### src/rtl/hbsd_pkg.sv
// Package for the host bus strobe decode block
package hbsd_pkg;
   localparam int HBSD_ADDR_W = 11;
   localparam int HBSD_DATA_W = 8;
   localparam int HBSD_SYNC_STAGES = 2;
   localparam logic HBSD_MODE_SYNC = 1'b1;
   localparam logic HBSD_MODE_ASYNC = 1'b0;
   localparam logic [HBSD_ADDR_W-1:0] HBSD_ADDR_RST = 11'h000;
   localparam logic [HBSD_DATA_W-1:0] HBSD_DATA_RST = 8'h00;

   typedef enum logic [1:0] {
      HBSD_ACC_NONE,
      HBSD_ACC_READ,
      HBSD_ACC_WRITE
   } hbsd_acc_e;

   // Raw host pins after synchronisation
   typedef struct packed {
      logic port_select_n;
      logic bus_protocol_select;
      logic shared_strobe_n;
      logic shared_dir;
      logic dev_reset_n;
      logic host_port_clock;
      logic [HBSD_ADDR_W-1:0] host_reg_addr;
      logic [HBSD_DATA_W-1:0] host_reg_data;
   } hbsd_pins_s;

   // Decoded access towards the register file
   typedef struct packed {
      logic rd;
      logic wr;
      logic [HBSD_ADDR_W-1:0] addr;
      logic [HBSD_DATA_W-1:0] wdata;
   } hbsd_req_s;
endpackage

### src/rtl/hbsd_sync.sv
// Two-stage synchroniser for a bundle of host pins
`timescale 1ns/1ns
`default_nettype none
module hbsd_sync #(
   parameter int WIDTH = 1
) (
   input wire logic i_clk,
   input wire logic i_sys_rst,
   input wire logic [WIDTH-1:0] i_async,
   output logic [WIDTH-1:0] o_sync
);
   logic [WIDTH-1:0] meta_reg;
   logic [WIDTH-1:0] sync_reg;

   always_ff @(posedge i_clk or posedge i_sys_rst) begin
      if (i_sys_rst) begin
         meta_reg <= '0;
         sync_reg <= '0;
      end else begin
         meta_reg <= i_async;
         sync_reg <= meta_reg;
      end
   end

   assign o_sync = sync_reg;
endmodule
`default_nettype wire

### src/rtl/hbsd_top.sv
// Strobe, direction and address decode of the parallel host port
// Summary of operation
// - Sync mode: shared pin is address strobe
// - Sync mode: access only while strobe low
// - Async mode: shared pin low writes data
// - Async write needs select low, read high, reset high
// - Eleven-bit address selects the register
// - Sync mode: direction high writes, low reads
// - Async mode: read strobe low reads register
`timescale 1ns/1ns
`default_nettype none
module hbsd_top
   import hbsd_pkg::*;
(
   input wire logic i_clk,
   input wire logic i_sys_rst,
   input wire logic i_port_select_n,
   input wire logic i_bus_protocol_select,
   input wire logic i_addr_strobe_shared_n,
   input wire logic i_dir_shared,
   input wire logic i_dev_reset_n,
   input wire logic i_host_port_clock,
   input wire logic [hbsd_pkg::HBSD_ADDR_W-1:0] i_host_reg_addr,
   input wire logic [hbsd_pkg::HBSD_DATA_W-1:0] i_host_reg_data,
   input wire logic [hbsd_pkg::HBSD_DATA_W-1:0] i_reg_rdata,
   output logic o_reg_rd,
   output logic o_reg_wr,
   output logic [hbsd_pkg::HBSD_ADDR_W-1:0] o_reg_addr,
   output logic [hbsd_pkg::HBSD_DATA_W-1:0] o_reg_wdata,
   output logic [hbsd_pkg::HBSD_DATA_W-1:0] o_host_reg_data,
   output logic o_host_reg_data_oe
);
   import hbsd_pkg::*;

   localparam int PIN_W = $bits(hbsd_pins_s);

   hbsd_pins_s raw;
   hbsd_pins_s pin;
   logic [PIN_W-1:0] pin_vec;

   // One driver for the whole bundle
   assign raw = '{
      port_select_n: i_port_select_n,
      bus_protocol_select: i_bus_protocol_select,
      shared_strobe_n: i_addr_strobe_shared_n,
      shared_dir: i_dir_shared,
      dev_reset_n: i_dev_reset_n,
      host_port_clock: i_host_port_clock,
      host_reg_addr: i_host_reg_addr,
      host_reg_data: i_host_reg_data
   };

   hbsd_sync #(
      .WIDTH(PIN_W)
   ) hbsd_sync_inst (
      .i_clk(i_clk),
      .i_sys_rst(i_sys_rst),
      .i_async(raw),
      .o_sync(pin_vec)
   );
   assign pin = hbsd_pins_s'(pin_vec);

   // Classify the current pin state into an access kind
   function automatic hbsd_acc_e decode_acc(input hbsd_pins_s p);
      hbsd_acc_e k;
      k = HBSD_ACC_NONE;
      if (p.port_select_n || !p.dev_reset_n) begin
         k = HBSD_ACC_NONE;
      end else if (p.bus_protocol_select == HBSD_MODE_SYNC) begin
         if (!p.shared_strobe_n) begin
            k = p.shared_dir ? HBSD_ACC_WRITE : HBSD_ACC_READ;
         end
      end else begin
         if (!p.shared_dir) begin
            k = HBSD_ACC_READ;
         end else if (!p.shared_strobe_n) begin
            k = HBSD_ACC_WRITE;
         end
      end
      return k;
   endfunction

   hbsd_acc_e acc_now;
   hbsd_acc_e acc_reg;
   hbsd_acc_e acc_next;
   hbsd_req_s req_reg;
   hbsd_req_s req_next;
   logic clk_q_reg;
   logic clk_q_next;
   logic [HBSD_DATA_W-1:0] rdata_reg;
   logic [HBSD_DATA_W-1:0] rdata_next;
   logic oe_reg;
   logic oe_next;
   logic clk_rise;

   assign acc_now = decode_acc(pin);
   assign clk_rise = pin.host_port_clock && !clk_q_reg;

   // Async mode: one write pulse per strobe; sync mode writes on every port clock rise while strobed
   always_comb begin
      acc_next = acc_now;
      clk_q_next = pin.host_port_clock;
      req_next = req_reg;
      req_next.rd = 1'b0;
      req_next.wr = 1'b0;
      rdata_next = rdata_reg;
      oe_next = 1'b0;
      if (acc_now == HBSD_ACC_READ) begin
         req_next.rd = (acc_reg != HBSD_ACC_READ);
         req_next.addr = pin.host_reg_addr;
         rdata_next = i_reg_rdata;
         oe_next = 1'b1;
      end else if (acc_now == HBSD_ACC_WRITE) begin
         if (pin.bus_protocol_select == HBSD_MODE_SYNC) begin
            req_next.wr = clk_rise;
         end else begin
            req_next.wr = (acc_reg != HBSD_ACC_WRITE);
         end
         req_next.addr = pin.host_reg_addr;
         req_next.wdata = pin.host_reg_data;
      end
   end

   always_ff @(posedge i_clk or posedge i_sys_rst) begin
      if (i_sys_rst) begin
         acc_reg <= HBSD_ACC_NONE;
         clk_q_reg <= 1'b0;
         req_reg <= '{rd: 1'b0, wr: 1'b0, addr: HBSD_ADDR_RST,
                      wdata: HBSD_DATA_RST};
         rdata_reg <= HBSD_DATA_RST;
         oe_reg <= 1'b0;
      end else begin
         acc_reg <= acc_next;
         clk_q_reg <= clk_q_next;
         req_reg <= req_next;
         rdata_reg <= rdata_next;
         oe_reg <= oe_next;
      end
   end

   assign o_reg_rd = req_reg.rd;
   assign o_reg_wr = req_reg.wr;
   assign o_reg_addr = req_reg.addr;
   assign o_reg_wdata = req_reg.wdata;
   assign o_host_reg_data = rdata_reg;
   assign o_host_reg_data_oe = oe_reg;
endmodule
`default_nettype wire

### config.mk
export PLATFORM = sky130hd
export DESIGN_NAME = hbsd_top
export DESIGN_NICKNAME = d
export VERILOG_FILES = /design/src/rtl/hbsd_pkg.sv /design/src/rtl/hbsd_sync.sv /design/src/rtl/hbsd_top.sv
export SDC_FILE = /design/constraint.sdc
export NUM_CORES = 1
export LEC_CHECK = 0
export BUFFER_PORTS_ARGS = -buffer_cell sky130_fd_sc_hd__buf_2
export CORE_AREA = 2 2 67 116
export CTS_BUF_LIST = sky130_fd_sc_hd__clkbuf_16
export CTS_CLUSTER_DIAMETER = 150
export DETAILED_ROUTE_END_ITERATION = 10
export DIE_AREA = 0 0 69 118
export PLACE_DENSITY = 0.58
export SYNTH_ARGS = -nofsm -noshare
export SYNTH_HDL_FRONTEND = slang
export SYNTH_SLANG_ARGS = --single-unit
### constraint.sdc
create_clock -name i_clk -period 2.75 [get_ports i_clk]
set_clock_uncertainty 0.1 [all_clocks]
set_input_delay 0 -clock i_clk [delete_from_list [all_inputs] [get_ports i_clk]]
set_output_delay 0 -clock i_clk [all_outputs]
set_load 0.005 [all_outputs]
# After elaboration in Yosys (flattened, before gate mapping)
# Cells that the tools add are included.
[totals] reg_bits=83 elab_cells=33 output_inout_bits=30 input_bits=35
[op_classes] reduce_logical=6 eq_ne=4 n_bitwise=1 n_mux=12
[ops] op="$mux W20" count=1
[ops] op="$mux W2" count=6
[ops] op="$mux W11" count=1
[ops] op="$mux W1" count=4
[ops] op="$eq A2 B1 Y1 const B" count=1
[ops] op="$eq A2 B2 Y1 const B" count=1
[ops] op="$logic_not A1 Y1" count=2
[ops] op="$ne A2 B1 Y1 const B" count=1
[ops] op="$ne A2 B2 Y1 const B" count=1
[ops] op="$reduce_and A2 Y1" count=1
[ops] op="$reduce_bool A2 Y1" count=1
[ops] op="$logic_and A1 B1 Y1" count=1
[ops] op="$logic_or A1 B1 Y1" count=1
[ops] op="$not A1 Y1" count=1

# Depth between registers and ports, before layout
[depth] ltp_word=7 depth_mapped=6

# Modules after synthesis
# Synthesis repeated with hierarchy kept, for this count alone.
[hier_totals] cells_unflattened=131 area_unflattened_um2=2527.4
[by_module_without_submodules] mod="hbsd_top" instances=1 cells_per_inst=80 area_each_um2=1272.5
[by_module_without_submodules] mod="hbsd_sync" instances=1 cells_per_inst=51 area_each_um2=1255.0

# Worst setup path before layout
# No wires, ideal clock.
[synth_timing] path_kind="reg-to-reg" startpoint="register hbsd_sync_inst.sync_reg[24], in the netlist hbsd_sync_inst.o_sync[24]" endpoint="register req_reg (netlist bit o_reg_addr[0])" setup_slack_ns=0.974 arrival_time_ns=1.555 stages_incl_launch_ff=7 cell_sequence="dfrtp_1 -> nand2b_4 -> or3b_1 -> ha_1 -> o21ba_2 -> buf_6 -> a22o_1"
[synth_via] elab_chain_len=4
[synth_lines] element="start: declaration" line_no="hbsd_sync.sv:13" rtl="logic [WIDTH-1:0] sync_reg;"
[synth_lines] element="start signal: assignment" line_no="hbsd_sync.sv:21" rtl="sync_reg <= meta_reg;"
[synth_lines] element="$logic_or A1 B1 Y1 (*)" line_no="hbsd_top.sv:67" rtl="if (p.port_select_n || !p.dev_reset_n) begin"
[synth_lines] element="$mux W2 (*)" line_no="hbsd_top.sv:67"
[synth_lines] element="$eq A2 B1 Y1 / $eq A2 B2 Y1 (equally long branches)" line_no="hbsd_top.sv:108, hbsd_top.sv:113"
[synth_lines] element="$mux W11 / $reduce_bool A2 Y1 (equally long branches)"
[synth_lines] element="end signal: assignment" line_no="hbsd_top.sv:128" rtl="req_reg <= '{rd: 1'b0, wr: 1'b0, addr: HBSD_ADDR_RST,"
[synth_lines] element="end signal: assignment" line_no="hbsd_top.sv:135" rtl="req_reg <= req_next;"
[synth_lines] element="end: declaration" line_no="hbsd_top.sv:86" rtl="hbsd_req_s req_reg;"
# Every way passes the cells marked *; elsewhere a longest branch is shown, timed or not.
# A chain may end at the register's enable or synchronous reset.

# Worst setup path after layout
[layout_timing] startpoint="register hbsd_sync_inst.sync_reg[24], in the netlist hbsd_sync_inst.o_sync[24]" endpoint="register req_reg (netlist bit o_reg_addr[9])"
# The elaborated chain is that of the path after synthesis.

==> out/results.ini <==
[timing]
rsz0062_at_grt=false
finalSetupTns_ps=0
fin_crit_sh_pct=73.8
fin_crit_ps=2030
max_slew.worst_pin.slew_ps=866
maxSlewViolCount=0
final_hold_viol_count=0
setup_viol=0
relSlewSlack_pct=42.2
max_freq_ghz=0.492

[die]
die_w_um=69
die_h_um=118
start_util_pct=35.1
num_rows=41
io_pins=65
coreArea_um2=7180
die_area_um2=8140

[cts]
ctsHtreeMaxLevel=3
cts_hold_buf=34
cts_tree=yes
post_cts_buffers=0
clockRootBuffer=clkbuf_16
cts_resized=0
clk_latency_ps=320
cts_sinks=83
path_clk_slew_ps=60
cts_buffers=9
cts_max_path_buffers=2

[cells_and_area]
antenna_cells=0
syn_to_final_growth_pct=41.4
nets=274
design_area_um2=3570
instances_no_fill=327
layout-drive-gt1-share_pct=39.0

[placement]
gp_congestion=0.659
dpl_cell_area_um2=2930
place_hpwl_mm=2.57
dp.cells=277
port-buffer-count=64

[routing]
drc_errors=0
antenna_left=0
firstDrtPassIters=4
via_count=1410
wl_mm=4.14
drt_iter0_drc=53
routed_via_density=4.31
avgRoutedWirePerCell_um=12.7

[logic_synthesis]
ys_warn_count=0
syn_nets=168
synth_top_area_share_pct=82.3
yosys_register_bits=83
synth-seq-area-share_pct=82.3
synth_flop_cell=dfrtp_1
synth_top_cells_by_area=dfrtp_1 (82%), mux2_2 (4.5%), a22o_1 (3.8%)
synthArstFlopShare_pct=100
synth_area_leader_cell=dfrtp_1
synth_cells=130
syn_area_um2=2520
synth_edf_count=0
yosys-top-cells-count=dfrtp_1 (83), a22o_1 (11), mux2_2 (10), mux2_1 (6)
yosysUniqueCellTypes=19
synth_most_common_cell=dfrtp_1
avgSynthCellArea_um2=19.4

[status]
status=complete, no violations

[setup_path]
cp-start-kind=flop
critPathKind=reg2reg
critPathMaxStageDelay_ps=380
path_cells=nand2b_4 > or3b_1 > ha_1 > o21ba_2 > a22o_1
endpoint_kind=flop
required_ps=2860
slowest_stage=or3b_1
arrival_ps=2140
path_max_fanout=12
cp_top_family=compound AO/OA/AOI/OAI gates
cp.buffers_inverters=0

[flow_run]
maxCapViolCount=0

[pwr]
p_total_mw=2.75
p_leak_nw=1.71
irDropWorstVdd_v=0.000516
power.density_nw_per_um2=772

[global_routing]
grt_max_degree=55
grt_overflow_total=0
grt_pass1_vias=1513
grt_use_total_pct=11.1
antenna_found_initial=0
grt_pass1_wl_mm=6.92

[hold_path]
holdCritPathClass=in2reg

==> final timing paths <==
path / to / cells after the start / start / slack [ps]
max reg2reg: o_reg_addr[9] / 5 / hbsd_sync_inst.o_sync[24] / 720
min in group asynchronous: hbsd_sync_inst.o_sync[1] / 3 / i_sys_rst / 290
max: o_reg_addr[9] / 5 / hbsd_sync_inst.o_sync[24] / 720
min: hbsd_sync_inst.meta_reg[2] / 2 / i_host_reg_data[2] / 220
min reg2reg: hbsd_sync_inst.o_sync[16] / 0 / hbsd_sync_inst.meta_reg[16] / 240
max in group asynchronous: hbsd_sync_inst.meta_reg[13] / 4 / i_sys_rst / 1400
==> power breakdown <==
group	total, mW	switching [mW]	internal (mW)	leakage [nW]
clock network	1.14	0.442	0.697	0.131
registers	1.37	0.0458	1.33	1.01
logic	0.241	0.0959	0.145	0.572
total	2.75	0.584	2.17	1.71
==> placed cells by master, fill, tap and decap left out, drive strengths merged <==
| master | n |
|---|---|
| dlygate4sd3 | 34 |
| dfrtp | 83 |
| a211o | 1 |
| clkbuf | 9 |
| nand2b | 2 |
| nor3b | 2 |
| mux2 | 16 |
| inv | 2 |
| a2111oi | 1 |
| a211oi | 1 |
| a22o | 11 |
| buf | 65 |
| clkinv | 3 |
| ha | 3 |
| clkinvlp | 4 |
| a21boi | 1 |
| bufinv | 1 |
| o21ba | 1 |
| or3b | 1 |
==> logic make-up after synthesis <==
kind of cell,count (synthesis),synth area share [%]
AOI/OAI and AO/OA,16,5.75
DFF,83,82.3
adders and majority gates,3,1.49
and+or+nand+nor,5,1.74
buffers and inverters,7,1.54
muxes,16,7.14
==> per-layer routing <==
metal	up-vias	track usage, %	share of wire [%]
li1	655	-	-
met1	690	12.2	41
met2	55	18.2	51
met3	10	3.85	5.5
met4	0	6.99	2.8
met5	-	0	0
==> stage by stage <==
stage	worst slack, ps	hold slack [ps]	utilization [%]
global route	558	203	49.7
floorplan	513	-68.6	-
finish	719	216	49.7
global placement	745	8.86	40.8
CTS	697	200	49.7
detailed placement	702	9.31	40.8
==> cell type report <==
class	instances	area [um^2]
clock inverters	7	68.8
inverters	3	12.5
well taps	86	108
fillers	603	3620
repair buffers	99	668
multi-input cells	40	407
clock buffers	9	225
flip-flops and latches	83	2080
Power figures use the tool's default switching activity.
